### src/rtl/timer_regs.vh
// Register map, field positions and timing constants of the timer block
`ifndef TIMER_REGS_VH
`define TIMER_REGS_VH
`define OFF_CONFIG 8'h8C
`define OFF_COUNT 8'h90
`define OFF_FREE_RUN 8'h9C
`define OFF_FREE_HIGH 8'hA0
`define OFF_INT_STATUS 8'hB0
`define OFF_INT_ENABLE 8'hB4
`define OFF_INT_CLEAR 8'hB8
`define OFF_POWER 8'hBC
`define RUN_BIT 29
`define LOAD_MSB 15
`define PRELOAD_RESET 16'hFFFF
`define COUNT_RESET 16'hFFFF
`define COUNT_ZERO 16'h0000
`define FREE_RESET 32'h00000000
`define FREE_ONE 32'h00000001
`define CLK_PERIOD_PS 8000
`define TICK_PERIOD_PS 40000
`define TICK_DIV_CYCLES ((`TICK_PERIOD_PS + `CLK_PERIOD_PS - 1) / `CLK_PERIOD_PS)
`define CLEAR_TIME_NS 160
`define CLEAR_CYCLES ((`CLEAR_TIME_NS * 1000) / `CLK_PERIOD_PS)
`define DIV_WIDTH 3
`define DIV_ONE 3'h1
`define DIV_ZERO 3'h0
`define DIV_LAST 3'h4
`define INT_BITS 2
`define INT_TIMER 0
`define INT_WRAP 1
`define POWER_BITS 2
`endif

### src/rtl/free_run_counter.v
// Free-running 32-bit counter advancing once per 25 MHz tick
`include "timer_regs.vh"
`default_nettype none
module free_run_counter (
  input wire pclk,
  input wire presetn,
  input wire ce,
  output reg [31:0] free_running_tick_count,
  output reg wrap_pulse
);
  reg [`DIV_WIDTH-1:0] div;
  // Five pclk cycles make one 25 MHz tick
  wire tick = (div == `DIV_LAST);

  always @(posedge pclk or negedge presetn) begin
    if (!presetn) begin
      div <= `DIV_ZERO;
      free_running_tick_count <= `FREE_RESET;
      wrap_pulse <= 1'b0;
    end else if (ce) begin
      wrap_pulse <= 1'b0;
      if (tick) begin
        div <= `DIV_ZERO;
        // Wraps to zero naturally on overflow
        free_running_tick_count <= free_running_tick_count + `FREE_ONE;
        wrap_pulse <= &free_running_tick_count;
      end else begin
        div <= div + `DIV_ONE;
      end
    end
  end
endmodule
`default_nettype wire

### src/rtl/general_timer.v
// APB general-purpose timer with free-running counter and interrupts
//
// Operation
// - Run-enable bit set runs the timer; cleared halts it.
// - Falling run-enable forces preload field to FFFFh.
// - Software-written 16-bit preload loads the timer; resets to FFFFh.
// - Read-only live count shows timer value; FFFFh after reset.
// - Timer raises interrupts at intervals set by the preload.
// - 32-bit free counter starts at zero, advances each 25 MHz tick.
// - Free counter wraps from maximum to zero and continues.
// - First read latches free count so both halves agree.
// - Free counter may take up to 160 ns to read zero after reset.
// - Free counter runs in power states D0, D1 and D2.
//
// Local design decision: the APB slave port.
`include "timer_regs.vh"
`default_nettype none
module general_timer (
  input wire pclk,
  input wire presetn,
  input wire ce,
  input wire psel,
  input wire penable,
  input wire pwrite,
  input wire [7:0] paddr,
  input wire [31:0] pwdata,
  input wire [3:0] pstrb,
  output reg [31:0] prdata,
  output wire pready,
  output wire pslverr,
  output wire irq
);
  reg run_enable;
  reg [15:0] preload_value;
  reg [15:0] live_count;
  reg [31:0] free_latch;
  reg [`INT_BITS-1:0] int_status;
  reg [`INT_BITS-1:0] int_enable;
  reg [`POWER_BITS-1:0] power_state;
  reg [31:0] next_prdata;
  reg [`INT_BITS-1:0] set_bits;
  reg [`INT_BITS-1:0] clr_bits;
  wire [31:0] free_running_tick_count;
  wire wrap_pulse;
  wire access = psel & penable;
  wire wr = access & pwrite;
  wire rd = access & ~pwrite;
  wire timer_zero = run_enable & (live_count == `COUNT_ZERO);

  function hit;
    input [7:0] a;
    input [7:0] off;
    begin
      hit = (a == off);
    end
  endfunction

  function mapped;
    input [7:0] a;
    begin
      mapped = hit(a, `OFF_CONFIG) | hit(a, `OFF_COUNT) | hit(a, `OFF_FREE_RUN) |
        hit(a, `OFF_FREE_HIGH) | hit(a, `OFF_INT_STATUS) | hit(a, `OFF_INT_ENABLE) |
        hit(a, `OFF_INT_CLEAR) | hit(a, `OFF_POWER);
    end
  endfunction

  // Zero-wait slave; unmapped addresses answer with an error
  assign pready = 1'b1;
  assign pslverr = access & ~mapped(paddr);
  assign irq = |(int_status & int_enable);

  // Power state is only observed: the free counter never stops in it
  free_run_counter u_free (
    .pclk(pclk),
    .presetn(presetn),
    .ce(ce),
    .free_running_tick_count(free_running_tick_count),
    .wrap_pulse(wrap_pulse)
  );

  always @(posedge pclk or negedge presetn) begin
    if (!presetn) begin
      run_enable <= 1'b0;
      preload_value <= `PRELOAD_RESET;
      power_state <= {`POWER_BITS{1'b0}};
      int_enable <= {`INT_BITS{1'b0}};
    end else if (ce) begin
      if (wr && hit(paddr, `OFF_CONFIG)) begin
        if (pstrb[3])
          run_enable <= pwdata[`RUN_BIT];
        if (pstrb[3] && run_enable && !pwdata[`RUN_BIT])
          preload_value <= `PRELOAD_RESET;
        else if (pstrb[1:0] == 2'h3)
          preload_value <= pwdata[`LOAD_MSB:0];
      end
      if (wr && hit(paddr, `OFF_INT_ENABLE) && pstrb[0])
        int_enable <= pwdata[`INT_BITS-1:0];
      if (wr && hit(paddr, `OFF_POWER) && pstrb[0])
        power_state <= pwdata[`POWER_BITS-1:0];
    end
  end

  // Down counter; holds its value while halted
  always @(posedge pclk or negedge presetn) begin
    if (!presetn) begin
      live_count <= `COUNT_RESET;
    end else if (ce) begin
      if (run_enable) begin
        if (live_count == `COUNT_ZERO)
          live_count <= preload_value;
        else
          live_count <= live_count - 16'h0001;
      end
    end
  end

  // Sticky status: a new event wins over a same-cycle clear
  always @* begin
    set_bits = {`INT_BITS{1'b0}};
    set_bits[`INT_TIMER] = timer_zero;
    set_bits[`INT_WRAP] = wrap_pulse;
    clr_bits = {`INT_BITS{1'b0}};
    if (wr && hit(paddr, `OFF_INT_CLEAR) && pstrb[0])
      clr_bits = pwdata[`INT_BITS-1:0];
  end

  always @(posedge pclk or negedge presetn) begin
    if (!presetn)
      int_status <= {`INT_BITS{1'b0}};
    else if (ce)
      int_status <= (int_status & ~clr_bits) | set_bits;
  end

  // Capture on the same setup edge as prdata, so both halves agree
  always @(posedge pclk or negedge presetn) begin
    if (!presetn)
      free_latch <= `FREE_RESET;
    else if (ce && psel && !penable && !pwrite && hit(paddr, `OFF_FREE_RUN))
      free_latch <= free_running_tick_count;
  end

  always @* begin
    next_prdata = 32'h00000000;
    if (hit(paddr, `OFF_CONFIG))
      next_prdata = {2'h0, run_enable, 13'h0000, preload_value};
    else if (hit(paddr, `OFF_COUNT))
      next_prdata = {16'h0000, live_count};
    else if (hit(paddr, `OFF_FREE_RUN))
      next_prdata = free_running_tick_count;
    else if (hit(paddr, `OFF_FREE_HIGH))
      next_prdata = free_latch;
    else if (hit(paddr, `OFF_INT_STATUS))
      next_prdata = {30'h00000000, int_status};
    else if (hit(paddr, `OFF_INT_ENABLE))
      next_prdata = {30'h00000000, int_enable};
    else if (hit(paddr, `OFF_POWER))
      next_prdata = {30'h00000000, power_state};
  end

  // Data registered in setup so it is stable throughout the access phase
  always @(posedge pclk or negedge presetn) begin
    if (!presetn)
      prdata <= 32'h00000000;
    else if (ce && psel && !penable && !pwrite)
      prdata <= next_prdata;
  end
endmodule
`default_nettype wire

### config.mk
export PLATFORM = sky130hd
export DESIGN_NAME = general_timer
export DESIGN_NICKNAME = d
export VERILOG_FILES = /design/src/rtl/free_run_counter.v /design/src/rtl/general_timer.v
export VERILOG_INCLUDE_DIRS = /design/src /design/src/rtl
export SDC_FILE = /design/constraint.sdc
export NUM_CORES = 1
export LEC_CHECK = 0
export BUFFER_PORTS_ARGS = -buffer_cell sky130_fd_sc_hd__buf_2
export CELL_PAD_IN_SITES_DETAIL_PLACEMENT = 2
export CELL_PAD_IN_SITES_GLOBAL_PLACEMENT = 2
export CORE_UTILIZATION = 40
export CTS_BUF_LIST = sky130_fd_sc_hd__clkbuf_2 sky130_fd_sc_hd__clkbuf_4 sky130_fd_sc_hd__clkbuf_8
export DETAILED_ROUTE_END_ITERATION = 8
export PLACE_DENSITY_LB_ADDON = 0.1
export RECOVER_POWER = 25
export SYNTH_ARGS = -nofsm -noshare
export SYNTH_HDL_FRONTEND = slang
export SYNTH_SLANG_ARGS = --single-unit
### constraint.sdc
create_clock -name pclk -period 2.4 [get_ports pclk]
set_input_delay 0.48 -clock pclk [delete_from_list [all_inputs] [get_ports pclk]]
set_output_delay 0.48 -clock pclk [all_outputs]
set_load 0.03 [all_outputs]
# After elaboration in Yosys (flattened, before gate mapping)
# Cells that the tools add are included.
# totals
ff_bits,139
inputBits,50
output_inout_bits,35
# op_classes
addsub,3
eq_ne,10
mux,13
bitwise,16
n_reduce_logical,26
# op_table
op,n
two-way mux 32 bit,4
"== test 8 bit, second input constant",8
two-way mux 16 bit,3
"adder 32 x 1 -> 32 bit, second input constant",1
AND reduction 32 bit,1
logical NOT 16 bit,1
"subtractor 16 x 1 -> 16 bit, second input constant",1
logical AND 1 bit,13
two-way mux 2 bit,4
AND reduction 2 bit,4
OR 1 bit,7
AND reduction 3 bit,2
AND 1 bit,4
AND 2 bit,2
"adder 3 x 1 -> 3 bit, second input constant",1
"== test 3 bit, second input constant",1
logical NOT 1 bit,3
two-way mux 3 bit,1
"== test 2 bit, second input constant",1
inverter 2 bit,1
OR 2 bit,1
nonzero test 2 bit,1
OR reduction 2 bit,1
two-way mux 1 bit,1
inverter 1 bit,1

# Logic depth before layout (Yosys ltp)
# Gate-level depths: netlist of run 1.
# depth
depth_word,10
ltp_mapped,8
depth_no_buf,6

# Cells and area by module
# Synthesis of run 1 repeated with hierarchy kept, for this count alone.
# hier_totals
hier_cells,677
hier_area_um2,7315.8
# modules_own_cells
mod,instances,cells_each,area_per_inst_um2
general_timer,1,522,5521.5
free_run_counter,1,155,1794.2

# Worst setup path after synthesis of run 1
# No wires, ideal clock.
# synth_timing
path_kind,input to output
from,input paddr[4]
to,output pslverr
arrival_time_ns,2.192
slack_ns,-0.272
path_stages,7
path_cell_list,buf_2 > nor4bb_1 > clkbuf_1 > and2_1 > buf_2 > buf_4 > nor4_1
# synth_between
elab_chain_len,10
word_cells_on_any_way,17
cone_classes,8 x eq/ne; 9 x bitwise
# synth_lines
element,line_no,rtl
from (decl),general_timer.v:25,"input wire [7:0] paddr,"
== test 8 bit,general_timer.v:54,hit = (a == off);
OR 1 bit (6 in a row),general_timer.v:61,"mapped = hit(a, `OFF_CONFIG) | hit(a, `OFF_COUNT) | hit(a, `OFF_FREE_RUN) |"
OR 1 bit (*),general_timer.v:61,
inverter 1 bit (*),general_timer.v:69,assign pslverr = access & ~mapped(paddr);
AND 1 bit (*),general_timer.v:69,
to (decl),general_timer.v:30,"output wire pslverr,"
# Every way passes the cells marked *; elsewhere a longest branch is shown, timed or not.

# Worst setup path after layout of run 1
# Same ends and word-level chain as after synthesis.

==> results.json, run 1 <==
{
  "cpMostUsedCell": "buf_2",
  "coreArea_sq_mm": 0.0174,
  "status": "complete, no violations",
  "fin_crit_sh_pct": 89.0,
  "synth_top_family_by_area": "simple AND/OR/NAND/NOR gates",
  "grt_util_met2_pct": 42.7,
  "rr_startpoint": "u_free.div[0]",
  "cts_sinks": 139,
  "drt-vias-per-instance": 5.94,
  "grt_overflow": 0,
  "synthMuxAreaShare_pct": 10.6,
  "power_density_mw_per_mm2": 622,
  "finalHoldViolations": 0,
  "die_h_um": 136,
  "initial_core_util_pct": 41.2,
  "crit_cells": 5,
  "antenna_found_initial": 0,
  "clockBufferDepth": 2,
  "r2r-end": "u_free.free_running_tick_count[21]",
  "ys_ff_latch": 139,
  "critical_path.cell_chain": "buf_2, or3b_1, a21oi_1, nor4_2, buf_2",
  "rr_worst_depth": 6,
  "maxSlewHeadroom_pct": 3.97,
  "first_iter_violations": 227,
  "cts_setup_buffers": 0,
  "synth_edf_count": 0,
  "cts_root_buffer": "clkbuf_8",
  "cts_tree": "yes",
  "drive_above_1_share_pct": 30.7,
  "worstPathRequired_ns": 1.92,
  "dieArea_sq_mm": 0.0185,
  "critPathMaxStageDelay_ns": 0.48,
  "setup_ws_ns": 0.264,
  "n_antenna_cell": 0,
  "path_clk_slew_ns": 0.09,
  "dr_total_vias": 5729,
  "reg2reg_slack_ns": 0.32,
  "drv_slew": 0,
  "fp.dieW_um": 136,
  "synth_compound_area_share_pct": 13.6,
  "drt-wirelength-per-cell_um": 22.3,
  "ant_nets": 0,
  "max_freq_mhz": 468,
  "setup_violations": 0,
  "grt_pass1_wl_mm": 34.9,
  "syn_inst": 658,
  "htreeDepth": 4,
  "grt_pass1_vias": 6204,
  "io_buffers": 67,
  "clkLatencyLatePin_ns": 0.46,
  "fin_skew_ns": 0.0148,
  "dp_hpwl_mm": 15.1,
  "cp.arrival_ns": 1.66,
  "grt.busiest_layer": "met2",
  "start_kind": "primary input",
  "worst_hold_path_type": "primary input to flip-flop",
  "syn_area_sq_mm": 0.00718,
  "totalNegativeSetupSlack_ns": 0,
  "rows": 48,
  "cts_resized": 0,
  "synth-adder-area-share_pct": 0.871,
  "finalCriticalPeriod_ns": 2.14,
  "grt_start_max_net_pins": 54,
  "critPathLaunch": "paddr[4]",
  "numCtsBuffers": 17,
  "crit_path_end_kind": "output pin",
  "synth-main-ff-cell": "dfrtp_1",
  "synth_nets": 713,
  "gp_congestion": 0.840,
  "cp_top_family": "simple AND/OR/NAND/NOR gates",
  "worst_slew_pin_slew_ns": 1.44,
  "ys_seq_area_share_pct": 49.0,
  "ir_drop_v": 0.000370,
  "grt_util_all_layers_pct": 25.0,
  "drc": 0,
  "yosys.area.top_type": "dfrtp_1",
  "p_leak_nw": 3.68,
  "power_w": 0.00514,
  "crit_buf_inv": 2,
  "synth_cell_types": 68,
  "synth_area_leaders": "dfrtp_1 37%, dfstp_2 12%, mux2_2 7.1%",
  "crit_fanout": 10,
  "drt_wl_total_mm": 21.5,
  "use_met1_pct": 32.1,
  "fin_nets": 781,
  "post_synth.cell_area_avg_sq_um": 10.9,
  "io_pins": 85,
  "rsz0062_at_grt": "false",
  "area.growth.synth_to_final_pct": 15.1,
  "yosys.area_share.simple_pct": 18.7,
  "yosysTopAreaCellShare_pct": 37.3,
  "place_ws_ns": 0.275,
  "first_pass_iters": 4,
  "max_cap_viol_count": 0,
  "grtUsageMet3_pct": 4.40,
  "cp_slowest_cell": "or3b_1",
  "synthArstFlopShare_pct": 100,
  "n_fill_cell": 1790,
  "path_class": "primary input to output pin",
  "critPathCapture": "pslverr",
  "yosysWarnings": 0,
  "worstHoldStart": "pwdata[29]",
  "synthXorXnorAreaFrac_pct": 3.78
}
[cells in the final DEF, fill, tap and decap left out, types with 6 or more instances in the layout]
cell,n
a21oi_1,6
nand3_1,22
mux2_1,10
o21a_1,15
a211oi_1,6
buf_4,21
nor4_1,15
clkbuf_8,20
xor2_1,14
dfstp_2,32
o221ai_1,14
xnor2_1,17
dfrtp_1,107
and4_1,8
mux2_2,45
buf_2,66
mux2i_1,14
nor4_2,6
o21ai_0,31
nand4_1,18
and2_1,6
nand2b_1,22
and3_1,7
inv_1,12
nor3_1,8
nand2_1,54
a22oi_1,29
nor2_1,20
[power by group]
group | total (W) | switching (W) | internal (W) | leakage (nW)
Clock | 0.00198 | 0.000969 | 0.00101 | 0.198
Combinational | 0.000604 | 0.000389 | 0.000215 | 1.71
Sequential | 0.00256 | 0.000109 | 0.00245 | 1.77
Total | 0.00514 | 0.00147 | 0.00368 | 3.68
[through the flow]
step                util, %  std cells  hold slack [ns]  instance area (sq um)
CTS                    47.5        964            0.237                   8280
global route           47.5        964            0.246                   8270
floorplan                 -        658            0.184                   7190
global placement       45.1        931            0.459                   7860
finish                 47.5        964            0.261                   8270
detailed placement     45.1        931            0.469                   7860
[cell type report]
class | count | area [sq um] | area share (%)
Timing Repair Buffer | 94 | 571 | 6.90
Clock buffer | 20 | 275 | 3.33
Tap cell | 225 | 282 | 3.41
Multi-Input combinational cell | 462 | 3440 | 41.6
Clock inverter | 12 | 135 | 1.63
Sequential cell | 139 | 3520 | 42.6
Inverter | 12 | 45.0 | 0.545
[sequential cells by signal, indices dropped and copies added, names as in the netlist]
register and cells:
preload_value 16, int_status 2, run_enable 1, power_state 2, prdata 32, int_enable 2
u_free.wrap_pulse 1, free_latch 32, live_count 16, u_free.free_running_tick_count 32, u_free.div 3
[logic make-up after synthesis]
| logic type | Yosys count |
|---|---|
| flip-flops | 139 |
| AO/OA/AOI/OAI | 136 |
| AND/OR/NAND/NOR | 220 |
| other | 1 |
| adder cells (fa/ha/maj) | 5 |
| XOR/XNOR | 31 |
| multiplexers | 69 |
| buffers and inverters | 57 |
[routing by layer]
metal / wire [um] / up-vias
met5: 0 / -
met4: 397 / 0
met3: 649 / 28
met2: 10900 / 104
met1: 9530 / 3011
li1: - / 2586
[synthesized netlist by cell type, types with 3 or more instances]
cell      instances
xor2_1           14
o221ai_1         14
nor3_1            8
mux2_2           45
nor2_1           20
nand2b_1         22
nand3_1          22
mux2_1           10
buf_2            16
dfstp_2          32
nor4_2            5
xnor2_1          17
inv_1            12
a211oi_1          6
nand2_1          54
a21oi_1           6
nor2b_1           5
clkbuf_1         25
dfrtp_1         107
o21ai_0          31
o211ai_1          5
and4_1            8
a22oi_1          29
o21a_1           15
a31oi_1           3
a22o_1            3
nand3b_1          3
and2_1            6
o31ai_1           3
and3_1            7
nor4_1           16
mux2i_1          14
nand4_1          18
ha_1              5
or2_2             3
a31o_2            3
[worst min path at each step]
stage | cells after the start | to | slack, ns
global placement | 2 | prdata[26] | 0.46
finish | 2 | run_enable | 0.26
global route | 2 | run_enable | 0.25
CTS | 2 | run_enable | 0.24
floorplan | 0 | free_latch[0] | 0.18
detailed placement | 1 | int_enable[0] | 0.47
[what timing repair did]
item                                    in CTS  in global routing
endpoints found under the setup margin       0                  0
hold buffers                                 1                  0
hold endpoints to repair                    42                  0
(Power assumes the default switching activity.)
==> run 2: changes to the inputs <==
PLACE_DENSITY = 0.84   (was not set)
PLACE_DENSITY_LB_ADDON = not set   (was 0.1)
clock period = 2.3 ns   (was 2.4 ns; I/O delays follow)
==> results.json, run 2 (same netlist as run 1, synthesis figures left out) <==
{
  "grt_start_max_net_pins": 64,
  "area.growth.synth_to_final_pct": 14.6,
  "violations": "max-capacitance violations, max-slew violations",
  "grt_pass1_vias": 6404,
  "cp_slowest_cell": "nor4_1",
  "critPathMaxStageDelay_ns": 0.55,
  "drive_above_1_share_pct": 31.0,
  "cts_sinks": 139,
  "post-route-util_pct": 47.2,
  "path_class": "flip-flop to flip-flop",
  "hold_slack_ns": 0.241,
  "p_leak_nw": 3.67,
  "drt_wl_total_mm": 22.4,
  "clkLatencyLatePin_ns": 0.47,
  "ir_drop_v": 0.000491,
  "dieArea_sq_mm": 0.0185,
  "io_pins": 85,
  "finalHoldViolations": 0,
  "path_clk_slew_ns": 0.08,
  "rows": 48,
  "mostFrequentLayoutCell": "dfrtp_1",
  "cts_tree": "yes",
  "drt-vias-per-instance": 6.01,
  "gp_congestion": 0.851,
  "worstPathRequired_ns": 2.65,
  "die_h_um": 136,
  "n_fill_cell": 1777,
  "worst_hold_path_type": "primary input to flip-flop",
  "drv_slew": 63,
  "clockBufferDepth": 2,
  "cts_setup_buffers": 0,
  "crit_path_end_kind": "flip-flop",
  "rsz0062_at_grt": "false",
  "fin_crit_sh_pct": 92.1,
  "n_antenna_cell": 0,
  "dp_hpwl_mm": 15.1,
  "maxSlewHeadroom_pct": -14.0,
  "drt-wirelength-per-cell_um": 23.3,
  "power_density_mw_per_mm2": 634,
  "ant_nets": 0,
  "htreeDepth": 4,
  "coreArea_sq_mm": 0.0174,
  "first_pass_iters": 4,
  "power_w": 0.00521,
  "max_cap_viol_count": 1,
  "totalNegativeSetupSlack_ns": 0,
  "drc": 0,
  "start_kind": "flip-flop",
  "antenna_found_initial": 0,
  "dr_total_vias": 5790,
  "cts_root_buffer": "clkbuf_8",
  "fp.dieW_um": 136,
  "setup_violations": 0,
  "numCtsBuffers": 17,
  "crit_fanout": 5,
  "status": "finished, violations left",
  "grt_overflow": 0,
  "final_cell_mix": "107 x dfrtp_1, 66 x buf_2, 54 x nand2_1",
  "io_buffers": 67,
  "cp.arrival_ns": 2.47,
  "fin_nets": 780,
  "finalCriticalPeriod_ns": 2.12,
  "grt_pass1_wl_mm": 36.1,
  "critical_path.cell_chain": "inv_1, ha_1, nand4_1, nor4_1, buf_4, nand3_1, xnor2_1",
  "max_freq_mhz": 472,
  "fin_skew_ns": 0.0174,
  "first_iter_violations": 298,
  "initial_core_util_pct": 41.2,
  "reg_top3": "free_latch: 32 flops, prdata: 32 flops, u_free.free_running_tick_count: 32 flops",
  "grt_util_all_layers_pct": 25.8,
  "worst_slew_pin_slew_ns": 1.71
}
run 2: metrics by stage:
stage	worst slack [ns]	std cells	cell area, sq um
2_1_floorplan	0.0259	658	7190
3_3_place_gp	0.182	930	7860
3_5_place_dp	0.156	930	7860
4_1_cts	0.0726	963	8240
5_1_grt	0.0518	963	8230
6_report	0.181	963	8230
run 2: cell type report:
| type | instances | area [sq um] | share of cell area, % |
|---|---|---|---|
| flip-flops and latches | 139 | 3520 | 42.8 |
| multi-input cells | 462 | 3440 | 41.8 |
| repair buffers | 93 | 574 | 6.98 |
| well taps | 225 | 282 | 3.42 |
| clock buffers | 20 | 275 | 3.35 |
| clock inverters | 12 | 88.8 | 1.08 |
| inverters | 12 | 45.0 | 0.548 |
run 2: worst max-delay path, delay by kind of cell (launching register included):
family / cells / cell delay, ns
fa+ha+maj: 1 / 0.25
xor+xnor: 1 / 0.15
buf+inv: 2 / 0.35
simple gates: 3 / 0.86
flops: 1 / 0.40
run 2: what timing repair did:
item                                    4_1_cts  5_1_grt
endpoints found under the setup margin        0        2
hold buffers                                  1        0
endpoints found under the hold margin         3        0
gates resized for setup                       0        1
run 2: metal layers:
| layer | track usage, % | vias to the layer above | share of wire [%] |
|---|---|---|---|
| li1 | - | 2572 | - |
| met1 | 32.2 | 3036 | 42 |
| met2 | 44.4 | 144 | 51 |
| met3 | 4.74 | 38 | 4.7 |
| met4 | 9.07 | 0 | 2.3 |
| met5 | 0 | - | 0 |
run 2: path summary, 6_finish.rpt:
| check | slack, ns | cells after the start | end | startpoint |
|---|---|---|---|---|
| worst max-delay path | 0.18 | 7 | u_free.free_running_tick_count[12] | u_free.div[0] |
| worst min-delay path | 0.24 | 2 | run_enable | pwdata[29] |
| worst max register to register | 0.18 | 7 | u_free.free_running_tick_count[12] | u_free.div[0] |
| worst min register to register | 0.49 | 2 | prdata[27] | prdata[27] |
| max in group asynchronous | 0.27 | 3 | free_latch[20] | presetn |
| min in group asynchronous | 0.98 | 2 | int_enable[1] | presetn |
run 2: power by group:
group,switching [W],internal (W)
clock network,0.00105,0.000839
registers,0.000121,0.00256
logic,0.000424,0.000227
total,0.00159,0.00362
==> run 3: changes to the inputs <==
CORE_UTILIZATION = 43   (was 40)
PLACE_DENSITY = 0.89   (was 0.84)
clock period = 2.5 ns   (was 2.3 ns; I/O delays follow)
==> results.json, run 3 (same netlist as run 1, synthesis figures left out) <==
{
  "cts_root_buffer": "clkbuf_8",
  "fp.dieW_um": 131,
  "n_antenna_cell": 0,
  "combPwrFrac_pct": 12.7,
  "coreArea_sq_mm": 0.0161,
  "fin_skew_ns": 0.0189,
  "grt_pass1_wl_mm": 40.8,
  "worstPathRequired_ns": 2.85,
  "crit_path_end_kind": "flip-flop",
  "die_h_um": 131,
  "cp_top_family": "simple AND/OR/NAND/NOR gates",
  "grt_start_max_net_pins": 67,
  "clockBufferDepth": 2,
  "gp_congestion": 0.834,
  "clkLatencyLatePin_ns": 0.47,
  "io_buffers": 67,
  "reg_top3": "free_latch: 32 flops, prdata: 32 flops, u_free.free_running_tick_count: 32 flops",
  "io_pins": 85,
  "drt-wirelength-per-cell_um": 26.8,
  "dieArea_sq_mm": 0.0172,
  "dr_total_vias": 5967,
  "finalHoldViolations": 0,
  "cts_hold_buffers": 0,
  "ir_drop_v": 0.000340,
  "numCtsBuffers": 17,
  "critical_path.cell_chain": "inv_1, ha_1, nand3_1, nor4_1, buf_4, nand4_1, xnor2_1",
  "drive_above_1_share_pct": 30.8,
  "path_class": "flip-flop to flip-flop",
  "mostFrequentLayoutCell": "dfrtp_1",
  "setup_violations": 0,
  "drv_slew": 66,
  "worst_slew_pin_slew_ns": 1.78,
  "power_density_mw_per_mm2": 595,
  "htreeDepth": 4,
  "status": "finished, violations left",
  "antenna_found_initial": 0,
  "p_int_w": 0.00337,
  "p_leak_nw": 3.64,
  "power_frac_clock_pct": 36.6,
  "max_cap_viol_count": 1,
  "cp_slowest_cell": "nor4_1",
  "cts_tree": "yes",
  "rsz0062_at_grt": "false",
  "power_w": 0.00487,
  "violations": "max-capacitance violations, max-slew violations",
  "rows": 46,
  "crit_buf_inv": 2,
  "drc": 0,
  "crit_fanout": 5,
  "first_iter_violations": 357,
  "swShare_pct": 30.8,
  "grt_overflow": 0,
  "grt_pass1_vias": 6844,
  "cp.arrival_ns": 2.66,
  "fin_nets": 778,
  "final_cell_mix": "107 x dfrtp_1, 66 x buf_2, 54 x nand2_1",
  "totalNegativeSetupSlack_ns": 0,
  "fin_crit_sh_pct": 92.3,
  "path_clk_slew_ns": 0.09,
  "max_freq_mhz": 433,
  "grt_util_all_layers_pct": 31.2,
  "worst_hold_path_type": "primary input to flip-flop",
  "pwr-share-seq_pct": 50.7,
  "ant_nets": 0,
  "critPathMaxStageDelay_ns": 0.66,
  "area.growth.synth_to_final_pct": 14.0,
  "dp_hpwl_mm": 16.6,
  "power.switching_w": 0.00150,
  "start_kind": "flip-flop",
  "finalCriticalPeriod_ns": 2.31,
  "initial_core_util_pct": 44.5,
  "cts_sinks": 139,
  "first_pass_iters": 5,
  "drt_wl_total_mm": 25.5,
  "drt-vias-per-instance": 6.27,
  "maxSlewHeadroom_pct": -18.9
}
[run 3: cell count changes in the layout (fill, tap and decap cells not counted)]
cell           before  now
inv_6               4    2
buf_12              3    2
clkinvlp_4          4    6
bufinv_16           0    1
clkinv_2            3    4
dlygate4sd3_1       1    0
clkbuf_1            0    1
buf_6               1    0
clkbuf_8           20   18
[run 3: power groups by stage]
stage,logic (W),registers (W),clock network [W]
after detailed placement,0.000598,0.00250,0
after global routing,0.000667,0.00247,0.00190
after CTS,0.000625,0.00246,0.00182
final,0.000619,0.00247,0.00178
after global placement,0.000544,0.00248,0
after floorplan,0.000250,0.00256,0
[run 3: area by class of cell]
cell class / count / area, sq um
inverter: 12 / 45.0
tap: 216 / 270
multi-input combinational: 462 / 3440
timing repair buffer: 91 / 537
clock inverter: 14 / 121
fill: 1621 / 7930
clock buffer: 18 / 248
sequential: 139 / 3520
[run 3: repair_timing]
action | 4_1_cts | 5_1_grt
setup buffers | 0 | 0
hold endpoints to repair | 0 | 0
gates resized for setup | 0 | 1
setup endpoints to repair | 0 | 1
[run 3: worst paths after layout]
kind	cells past startpoint	end	from	slack, ns
worst max-delay path	7	u_free.free_running_tick_count[13]	u_free.div[0]	0.19
worst min-delay path	2	run_enable	pwdata[29]	0.28
worst max register to register	7	u_free.free_running_tick_count[13]	u_free.div[0]	0.19
worst min register to register	2	prdata[27]	prdata[27]	0.49
max in group asynchronous	2	live_count[15]	presetn	0.83
min in group asynchronous	1	power_state[0]	presetn	0.49
[run 3: worst register-to-register path, stage by stage (launching register included)]
cell	delay, ns
dfrtp_1	0.40
inv_1	0.12
ha_1	0.26
nand3_1	0.21
nor4_1	0.66
buf_4	0.26
nand4_1	0.12
xnor2_1	0.16
[run 3: stage by stage]
step,setup WS (ns),instance area (sq um),cells,util (%),hold slack (ns)
4_1_cts,0.0845,8190,952,50.8,0.0299
3_3_place_gp,0.241,7820,920,48.5,0.460
6_report,0.192,8180,952,50.8,0.281
2_1_floorplan,0.146,7190,658,-,0.204
5_1_grt,0.135,8180,952,50.8,0.268
3_5_place_dp,0.117,7820,920,48.5,0.469
[run 3: routing by layer]
| layer | wire [um] | GRT usage (%) | up-vias | part of all wire [%] |
|---|---|---|---|---|
| li1 | - | - | 2568 | - |
| met1 | 10400 | 36.4 | 3123 | 41 |
| met5 | 0 | 0 | - | 0 |
| met2 | 13000 | 54.0 | 190 | 51 |
| met3 | 878 | 5.59 | 86 | 3.4 |
| met4 | 1240 | 17.5 | 0 | 4.9 |
